**config.mk**
```make
export PLATFORM = sky130hd
export DESIGN_NAME = operand_address_decoder
export DESIGN_NICKNAME = d
export VERILOG_FILES = /design/src/oad_pkg.sv /design/src/oad_reg_map.sv /design/src/operand_address_decoder.sv
export VERILOG_INCLUDE_DIRS = /design/src
export SDC_FILE = /design/constraint.sdc
export NUM_CORES = 1
export LEC_CHECK = 0
export ABC_AREA = 1
export BUFFER_PORTS_ARGS = -buffer_cell sky130_fd_sc_hd__buf_2
export CORE_MARGIN = 2
export CORE_UTILIZATION = 53
export CTS_BUF_LIST = sky130_fd_sc_hd__clkbuf_4 sky130_fd_sc_hd__clkbuf_8
export DETAILED_ROUTE_END_ITERATION = 7
export PLACE_DENSITY = 0.8
export SYNTH_ARGS = -nofsm -noshare
export SYNTH_HDL_FRONTEND = slang
export SYNTH_SLANG_ARGS = --single-unit
export TNS_END_PERCENT = 5
```
**constraint.sdc**
```tcl
create_clock -name sys_clk -period 3.43 [get_ports sys_clk]
set_input_delay 0.1715 -clock sys_clk [delete_from_list [all_inputs] [get_ports sys_clk]]
set_output_delay 0.1715 -clock sys_clk [all_outputs]
set_load 0.02 [all_outputs]
```
**src/oad_consts.svh**
```systemverilog
// Field positions, encodings and reset values of the operand address decoder.
`ifndef OAD_CONSTS_SVH
`define OAD_CONSTS_SVH
`define OAD_FORM_MSB 7
`define OAD_FORM_LSB 6
`define OAD_REG_MSB 5
`define OAD_REG_LSB 3
`define OAD_SEL_MSB 2
`define OAD_SEL_LSB 0
`define OAD_FORM_NODISP 2'h0
`define OAD_FORM_DISP8 2'h1
`define OAD_FORM_DISP16 2'h2
`define OAD_FORM_REG 2'h3
`define OAD_SEL_DIRECT 3'h6
`define OAD_SEG_EXTRA 2'h0
`define OAD_SEG_CODE 2'h1
`define OAD_SEG_STACK 2'h2
`define OAD_SEG_DATA 2'h3
`define OAD_WORD_RESET 16'h0000
`endif

```
**src/oad_pkg.sv**
```systemverilog
// Types shared by the operand address decoder files.
`default_nettype none
package oad_pkg;
  typedef enum logic [3:0] {
    GR_ACCUM, GR_COUNT, GR_DATA, GR_BASE, GR_STACK_PTR, GR_BASE_PTR, GR_SRC_IDX, GR_DST_IDX
  } word_reg_t;
  typedef enum logic [3:0] {
    BR_ACCUM_LOW, BR_COUNT_LOW, BR_DATA_LOW, BR_BASE_LOW_BYTE,
    BR_ACCUM_HIGH_BYTE, BR_COUNT_HIGH_BYTE, BR_DATA_HIGH_BYTE, BR_BASE_HIGH_BYTE
  } byte_reg_t;
  typedef enum logic [1:0] {
    SEG_EXTRA_SEGMENT, SEG_CODE, SEG_STACK, SEG_DATA_SEGMENT
  } seg_reg_t;
  typedef enum logic [2:0] {
    ST_MODRM, ST_DISP_LOW, ST_DISP_HIGH, ST_DONE
  } dec_state_t;
endpackage : oad_pkg
`default_nettype wire

```
**src/oad_reg_map.sv**
```systemverilog
// Register code tables for word, byte and segment operands.
`timescale 1ns/1ps
`default_nettype none
`include "oad_consts.svh"
module oad_reg_map
  import oad_pkg::*;
(
  input wire logic [2:0] regCode,
  input wire logic [1:0] segCode,
  input wire logic wordOp,
  output logic [3:0] regIndex,
  output logic regIsByte,
  output seg_reg_t segSel
);
  // Word and byte tables share the code order, so the index is the code itself.
  always_comb begin
    regIsByte = !wordOp;
    if (wordOp) begin
      regIndex = 4'(word_reg_t'(4'(regCode)));
    end else begin
      regIndex = 4'(byte_reg_t'(4'(regCode)));
    end
  end

  always_comb begin
    case (segCode)
      `OAD_SEG_EXTRA: segSel = SEG_EXTRA_SEGMENT;
      `OAD_SEG_CODE: segSel = SEG_CODE;
      `OAD_SEG_STACK: segSel = SEG_STACK;
      `OAD_SEG_DATA: segSel = SEG_DATA_SEGMENT;
      default: segSel = SEG_EXTRA_SEGMENT;
    endcase
  end
endmodule : oad_reg_map
`default_nettype wire

```
**src/operand_address_decoder.sv**
```systemverilog
// Operand addressing byte decoder with displacement fetch and address adder.
//
// Contract
// - Form 10 builds a 16-bit offset, high byte above low byte.
// - Selector 000 adds base and source index; 001 base and destination index.
// - Selector 010 adds base pointer and source index; 011 with destination index.
// - Selector 100 uses source index; 101 destination index, each plus offset.
// - Selector 110 uses base pointer plus offset; 111 base register plus offset.
// - Offset bytes follow the second instruction byte; immediate data comes after.
// - Word register codes 011 to 111 map base, stack, base pointer, indexes.
// - Byte codes 011 to 111 map base low, accum, count, data, base high.
// - Segment code 00 selects extra segment, 11 selects data segment.
// - Form 00 has zero offset and fetches none, except direct address.
// - Form 01 fetches one offset byte and sign-extends it.
// - Form 11 treats the selector as a register code.
// - Width bit 1 picks word registers, 0 picks byte registers.
`timescale 1ns/1ps
`default_nettype none
`include "oad_consts.svh"
module operand_address_decoder
  import oad_pkg::*;
#(
  parameter int WIDTH = 16
) (
  input wire logic sys_clk,
  input wire logic rst,
  input wire logic modrmValid,
  input wire logic [7:0] modrmByte,
  input wire logic wordOp,
  input wire logic [1:0] segCode,
  input wire logic byteValid,
  input wire logic [7:0] streamByte,
  output logic byteReady,
  input wire logic [WIDTH-1:0] baseRegister,
  input wire logic [WIDTH-1:0] basePointer,
  input wire logic [WIDTH-1:0] sourceIndex,
  input wire logic [WIDTH-1:0] destinationIndex,
  output logic busy,
  output logic done,
  output logic memOperand,
  output logic [WIDTH-1:0] effectiveAddress,
  output logic [WIDTH-1:0] offsetConstant,
  output logic [3:0] rmRegIndex,
  output logic rmIsByte,
  output logic [3:0] regFieldIndex,
  output logic regFieldIsByte,
  output seg_reg_t segSel
);
  ////////////////////////////////////////////////////////////////////////////////
  // Decode helpers.
  function automatic logic [WIDTH-1:0] addr_sum(input logic [2:0] sel,
      input logic [WIDTH-1:0] disp);
    logic [WIDTH-1:0] a;
    logic [WIDTH-1:0] b;
    a = '0;
    b = '0;
    case (sel)
      3'h0: begin a = baseRegister; b = sourceIndex; end
      3'h1: begin a = baseRegister; b = destinationIndex; end
      3'h2: begin a = basePointer; b = sourceIndex; end
      3'h3: begin a = basePointer; b = destinationIndex; end
      3'h4: begin a = sourceIndex; end
      3'h5: begin a = destinationIndex; end
      3'h6: begin a = basePointer; end
      3'h7: begin a = baseRegister; end
      default: begin a = '0; end
    endcase
    // Carries beyond the top bit are dropped on purpose.
    addr_sum = WIDTH'(a + b + disp);
  endfunction : addr_sum

  function automatic logic is_direct(input logic [1:0] form, input logic [2:0] sel);
    is_direct = (form == `OAD_FORM_NODISP) && (sel == `OAD_SEL_DIRECT);
  endfunction : is_direct

  ////////////////////////////////////////////////////////////////////////////////
  // Fetch sequence.
  dec_state_t state_r, state_nxt;
  logic [1:0] form_r, form_nxt;
  logic [2:0] sel_r, sel_nxt;
  logic [2:0] regf_r, regf_nxt;
  logic word_r, word_nxt;
  logic [1:0] seg_r, seg_nxt;
  logic [7:0] dispLow_r, dispLow_nxt;
  logic [WIDTH-1:0] offset_r, offset_nxt;
  logic [WIDTH-1:0] ea_r, ea_nxt;
  logic done_r, done_nxt;
  logic mem_r, mem_nxt;

  assign byteReady = (state_r == ST_DISP_LOW) || (state_r == ST_DISP_HIGH);

  always_comb begin
    state_nxt = state_r;
    form_nxt = form_r;
    sel_nxt = sel_r;
    regf_nxt = regf_r;
    word_nxt = word_r;
    seg_nxt = seg_r;
    dispLow_nxt = dispLow_r;
    offset_nxt = offset_r;
    ea_nxt = ea_r;
    mem_nxt = mem_r;
    done_nxt = 1'b0;
    case (state_r)
      ST_MODRM, ST_DONE: begin
        state_nxt = ST_MODRM;
        if (modrmValid) begin
          form_nxt = modrmByte[`OAD_FORM_MSB:`OAD_FORM_LSB];
          sel_nxt = modrmByte[`OAD_SEL_MSB:`OAD_SEL_LSB];
          regf_nxt = modrmByte[`OAD_REG_MSB:`OAD_REG_LSB];
          word_nxt = wordOp;
          seg_nxt = segCode;
          mem_nxt = (modrmByte[`OAD_FORM_MSB:`OAD_FORM_LSB] != `OAD_FORM_REG);
          if ((modrmByte[`OAD_FORM_MSB:`OAD_FORM_LSB] == `OAD_FORM_NODISP) &&
              !is_direct(modrmByte[`OAD_FORM_MSB:`OAD_FORM_LSB],
                         modrmByte[`OAD_SEL_MSB:`OAD_SEL_LSB])) begin
            offset_nxt = `OAD_WORD_RESET;
            ea_nxt = addr_sum(modrmByte[`OAD_SEL_MSB:`OAD_SEL_LSB], `OAD_WORD_RESET);
            state_nxt = ST_DONE;
            done_nxt = 1'b1;
          end else if (modrmByte[`OAD_FORM_MSB:`OAD_FORM_LSB] == `OAD_FORM_REG) begin
            offset_nxt = `OAD_WORD_RESET;
            ea_nxt = `OAD_WORD_RESET;
            state_nxt = ST_DONE;
            done_nxt = 1'b1;
          end else begin
            state_nxt = ST_DISP_LOW;
          end
        end
      end
      ST_DISP_LOW: begin
        if (byteValid) begin
          dispLow_nxt = streamByte;
          if (form_r == `OAD_FORM_DISP8) begin
            offset_nxt = {{(WIDTH-8){streamByte[7]}}, streamByte};
            ea_nxt = addr_sum(sel_r, {{(WIDTH-8){streamByte[7]}}, streamByte});
            state_nxt = ST_DONE;
            done_nxt = 1'b1;
          end else begin
            state_nxt = ST_DISP_HIGH;
          end
        end
      end
      ST_DISP_HIGH: begin
        if (byteValid) begin
          offset_nxt = WIDTH'({streamByte, dispLow_r});
          if (is_direct(form_r, sel_r)) begin
            ea_nxt = WIDTH'({streamByte, dispLow_r});
          end else begin
            ea_nxt = addr_sum(sel_r, WIDTH'({streamByte, dispLow_r}));
          end
          state_nxt = ST_DONE;
          done_nxt = 1'b1;
        end
      end
      default: state_nxt = ST_MODRM;
    endcase
  end

  always_ff @(posedge sys_clk) begin
    if (rst) begin
      state_r <= ST_MODRM;
      form_r <= 2'h0;
      sel_r <= 3'h0;
      regf_r <= 3'h0;
      word_r <= 1'b0;
      seg_r <= 2'h0;
      dispLow_r <= 8'h00;
      offset_r <= `OAD_WORD_RESET;
      ea_r <= `OAD_WORD_RESET;
      done_r <= 1'b0;
      mem_r <= 1'b0;
    end else begin
      state_r <= state_nxt;
      form_r <= form_nxt;
      sel_r <= sel_nxt;
      regf_r <= regf_nxt;
      word_r <= word_nxt;
      seg_r <= seg_nxt;
      dispLow_r <= dispLow_nxt;
      offset_r <= offset_nxt;
      ea_r <= ea_nxt;
      done_r <= done_nxt;
      mem_r <= mem_nxt;
    end
  end

  assign busy = (state_r == ST_DISP_LOW) || (state_r == ST_DISP_HIGH);
  assign done = done_r;
  assign memOperand = mem_r;
  assign effectiveAddress = ea_r;
  assign offsetConstant = offset_r;

  ////////////////////////////////////////////////////////////////////////////////
  // Register selection from the latched fields.
  logic [3:0] rmIdx;
  logic rmByte;

  oad_reg_map rmMap (
    .regCode(sel_r),
    .segCode(seg_r),
    .wordOp(word_r),
    .regIndex(rmIdx),
    .regIsByte(rmByte),
    .segSel()
  );

  oad_reg_map regMap (
    .regCode(regf_r),
    .segCode(seg_r),
    .wordOp(word_r),
    .regIndex(regFieldIndex),
    .regIsByte(regFieldIsByte),
    .segSel(segSel)
  );

  // A memory form has no register operand in the selector field, so its index reads zero.
  assign rmRegIndex = mem_r ? 4'h0 : rmIdx;
  assign rmIsByte = rmByte;

  ////////////////////////////////////////////////////////////////////////////////
  // Checks.
  done_no_disp_a: assert property (@(posedge sys_clk) disable iff (rst)
    (state_r != ST_DISP_LOW && state_r != ST_DISP_HIGH && modrmValid &&
     modrmByte[7:6] == 2'h0 && modrmByte[2:0] != 3'h6) |=> (done && offsetConstant == 16'h0000))
    else $error("No-offset form did not finish with zero offset.");
  disp8_sign_a: assert property (@(posedge sys_clk) disable iff (rst)
    (state_r == ST_DISP_LOW && byteValid && form_r == 2'h1)
      |=> (done && offsetConstant == {{8{$past(streamByte[7])}}, $past(streamByte)}))
    else $error("Short offset not sign-extended.");
  disp16_order_a: assert property (@(posedge sys_clk) disable iff (rst)
    (state_r == ST_DISP_HIGH && byteValid)
      |=> (offsetConstant == {$past(streamByte), $past(dispLow_r)}))
    else $error("Long offset bytes placed in wrong order.");
  direct_addr_a: assert property (@(posedge sys_clk) disable iff (rst)
    (state_r == ST_DISP_HIGH && byteValid && form_r == 2'h0) |=> (effectiveAddress == offsetConstant))
    else $error("Direct address not equal to offset.");
  reg_form_a: assert property (@(posedge sys_clk) disable iff (rst)
    (state_r != ST_DISP_LOW && state_r != ST_DISP_HIGH && modrmValid && modrmByte[7:6] == 2'h3)
      |=> (done && !memOperand && rmRegIndex == {1'b0, $past(modrmByte[2:0])}))
    else $error("Register form not decoded as register.");
  fetch_ready_a: assert property (@(posedge sys_clk) disable iff (rst)
    (state_r != ST_DISP_LOW && state_r != ST_DISP_HIGH && modrmValid && modrmByte[7:6] == 2'h2)
      |=> (byteReady and (byteValid |=> byteReady)))
    else $error("Long offset did not request two bytes.");
  ea_sum_a: assert property (@(posedge sys_clk) disable iff (rst)
    (done && memOperand && sel_r == 3'h0) |-> effectiveAddress ==
      16'($past(baseRegister) + $past(sourceIndex) + offsetConstant))
    else $error("Base plus source index sum wrong.");
  width_sel_a: assert property (@(posedge sys_clk) disable iff (rst)
    (state_r != ST_DISP_LOW && state_r != ST_DISP_HIGH && modrmValid)
      |=> (rmIsByte == !$past(wordOp) && regFieldIsByte == !$past(wordOp)))
    else $error("Width bit did not select register table.");
  seg_map_a: assert property (@(posedge sys_clk) disable iff (rst)
    (state_r != ST_DISP_LOW && state_r != ST_DISP_HIGH && modrmValid &&
     segCode inside {2'h0, 2'h3})
      |=> (segSel == (($past(segCode) == 2'h3) ? SEG_DATA_SEGMENT : SEG_EXTRA_SEGMENT)))
    else $error("Segment code 00 or 11 did not pick its segment.");
endmodule : operand_address_decoder
`default_nettype wire

```
==> results.yml <==
outcome:
  status: "finished with violations"
  violations: "design-rule violations"
clocking:
  cts_root_buffer: "clkbuf_8"
  clock_latency_ns: 0.32
  cts.sinks: 55
  path_clk_slew_ns: 0.10
  htreeDepth: 2
  clk_path_buf_depth: 2
  postCtsHoldBufs: 0
  cts_buffers: 5
  cts_tree: "yes"
synth:
  syn_avg_cell_area_sq_um: 6.288
  yosysTopAreaCellShare: 0.1606
  synth_edf_count: 0
  synth_most_common_cell: "nand2_1"
  synth_cell_type_count: 50
  syn_area_sq_um: 6854
  synthCells: 1090
  ys_seq_area_frac: 0.1606
  yosys-top-cells-area: "dfxtp_1, nand2_1, fa_1"
  synth_flop_cell: "dfxtp_1"
  yosysWarnings: 0
  synth_top_area_cell: "dfxtp_1"
  synth-seq-cells: 55
  synthArstFlopShare: 0
  synth_top_cells_by_count: "nand2_1, inv_1, o21ai_0, a21oi_1, nand3_1"
final_layout:
  multi_input_comb_area_sq_um: 5346
  seqCellArea_sq_um: 1110
  antenna_cells: 0
  final_cells: 1464
  areaGrowthSynthToFinish_pct: 30.98
  fill_cells: 1110
  drive_above_1_share: 0.2802
  nets: 1456
  fin_util: 0.7114
grt:
  antenna_found_initial: 0
  overflow: 0
  grt_pass1_wl_mm: 39.59
  grt_use_total: 0.3547
  grt_pass1_vias: 7738
  grt_max_degree: 38
drt:
  vias_per_cell: 5.760
  wirelength_mm: 26.28
  vias: 8432
  drc: 2
  wl_per_cell_um: 17.95
  drt_iter0_markers: 956
  antenna_left: 0
  firstDrtPassIters: 8
placement:
  portBuffers: 132
  dp.cells: 1450
  dp_hpwl_mm: 21.13
  globalplace.congestion: 1.074
  dp_slack_ns: -0.3290
critical_path:
  r2r_setup_slack_ns: 0.04
  cp-end-kind: "flip-flop"
  rr_worst_depth: 19
  r2r-end: "effectiveAddress[6]$_SDFFE_PP0P_"
  critPathLaunchType: "flip-flop"
  arrival_ns: 3.64
  reg2reg_from: "sel_r[0]$_SDFFE_PP0P_"
  crit_path_top_delay_cell: "fa_1"
  crit_family: "adder cells"
  critPathMaxFanout: 6
  worstSetupPathType: "reg2reg"
  worst_path_most_repeated_cell: "nand2_1"
  cp.buffers_inverters: 5
  critical_path.max_stage_delay_ns: 0.49
  crit_chain: "buf_4 -> nor2_4 -> buf_6 -> a22oi_1 -> buf_4 -> fa_1 -> inv_1 -> ha_1 -> nand2_1 -> nand2_1 -> nand2_1 -> nand3_2 -> buf_4 -> and2_1 -> o21ai_1 -> o211ai_1 -> o21ai_1 -> nand2_1 -> a31oi_1"
  cp.required_ns: 3.68
sta:
  fin_skew_ns: 0.01215
  hold_viol: 0
  max_freq_mhz: 295.1
  setup_viol: 0
  holdWs_ns: 0.09530
  layout_setup_ws_ns: 0.04123
  post-route-period-util: 0.9880
  period_minus_slack_ns: 3.389
  drv_slew: 0
  worstMarginPinSlew_ns: 1.066
  rsz0062_at_grt: "yes"
  max_slew_margin: 0.2849
pwr:
  power.density_nw_per_um2: 1297
  ir_worst_vdd_mv: 0.5173
  p_leak_nw: 4.538
min_path:
  worstHoldStart: "modrmByte[6]"
  hold_path_class: "in2reg"
  hold_path_depth: 2
  hold_end: "memOperand$_SDFFE_PP0P_"
floorplanning:
  die_h_um: 117.7
  core_area_sq_um: 12620
  floorplan.initialDensity: 0.5431
  die_x_um: 117.7
  die_area_sq_um: 13860
  top_level_ports: 135
  rows: 41
job:
  cap_viol_max_count: 0
[report_power, final]
part           internal, mW  switching, mW  total (mW)  leakage, nW
logic                  4.37           5.89        10.3         4.02
registers             0.807          0.111       0.918        0.452
clock network         0.241          0.228       0.468       0.0618
total                  5.42           6.22        11.6         4.54
[layout make-up]
| cell class | instances | share of cell area |
|---|---|---|
| Multi-Input combinational cell | 814 | 0.5955 |
| Timing Repair Buffer | 239 | 0.1684 |
| Sequential cell | 55 | 0.1236 |
| Inverter | 176 | 0.07498 |
| Tap cell | 172 | 0.02397 |
| Clock buffer | 6 | 0.009199 |
| Clock inverter | 2 | 0.004321 |
[metrics by stage]
step	setup TNS [ns]	instance area (sq um)	total power [mW]
after floorplan	0	6859	6.224
final	0	8977	11.65
after CTS	-0.1106	8488	10.20
after detailed placement	-1.624	8310	9.583
after global routing	-0.6517	8977	12.54
after global placement	-0.5983	8310	9.441
[logic make-up (layout without fill, tap and decap cells)]
| group | Yosys count | in the layout | synth area share |
|---|---|---|---|
| xor gates and xnor gates | 15 | 15 | 0.01917 |
| and+or+nand+nor | 386 | 386 | 0.2348 |
| AOI/OAI and AO/OA | 333 | 333 | 0.2795 |
| adders and majority gates | 78 | 78 | 0.1785 |
| other | 1 | 2 | 0.0005471 |
| DFF | 55 | 55 | 0.1606 |
| buffers and inverters | 222 | 423 | 0.1269 |
[flip-flops by register name, summed over array words and instances (netlist names)]
name / cells
word_r: 1
regf_r: 3
form_r: 2
offsetConstant: 16
memOperand: 1
dispLow_r: 8
state_r: 2
sel_r: 3
seg_r: 2
effectiveAddress: 16
done: 1
[cell usage in the layout, fill, tap and decap left out, drive strengths merged, types with 2 or more instances in the layout]
master	instances
a21boi	3
a21o	3
a21oi	111
a221oi	2
a22o	3
a22oi	10
a31oi	7
a32o	3
a32oi	10
buf	239
clkbuf	6
clkinv	3
conb	2
dfxtp	55
fa	33
ha	45
inv	174
nand2	240
nand3	64
nand3b	2
nand4	5
nor2	62
nor3	6
o2111ai	2
o211ai	5
o21a	14
o21ai	130
o221ai	3
o22ai	23
o31ai	2
or2	5
xnor2	9
xor2	6
[worst max-delay path by stage]
stage                                             end                   from  cells past startpoint  slack, ns
floorplan           effectiveAddress[10]$_SDFFE_PP0P_  sel_r[0]$_SDFFE_PP0P_                     24       0.04
global placement    effectiveAddress[15]$_SDFFE_PP0P_  sel_r[2]$_SDFFE_PP0P_                     26      -0.19
detailed placement  effectiveAddress[15]$_SDFFE_PP0P_  sel_r[0]$_SDFFE_PP0P_                     26      -0.33
CTS                  effectiveAddress[7]$_SDFFE_PP0P_  sel_r[1]$_SDFFE_PP0P_                     20      -0.07
global route        effectiveAddress[14]$_SDFFE_PP0P_  sel_r[0]$_SDFFE_PP0P_                     22      -0.14
finish               effectiveAddress[6]$_SDFFE_PP0P_  sel_r[0]$_SDFFE_PP0P_                     19       0.04
[routing by layer]
metal / vias up / global-route usage / share of wire
met5: - / 0 / 0
met4: 0 / 0.1348 / 0.047
met3: 95 / 0.04167 / 0.083
met2: 475 / 0.5850 / 0.46
met1: 3830 / 0.4757 / 0.41
li1: 4032 / - / -
[what timing repair did]
action | 4_1_cts | 5_1_grt
setup endpoints to repair | 12 | 14
gates cloned | 0 | 2
resized for setup | 24 | 114
pin swaps | 3 | 28
setup buffers | 0 | 4
No activity file was read; power rests on OpenSTA's default activity.
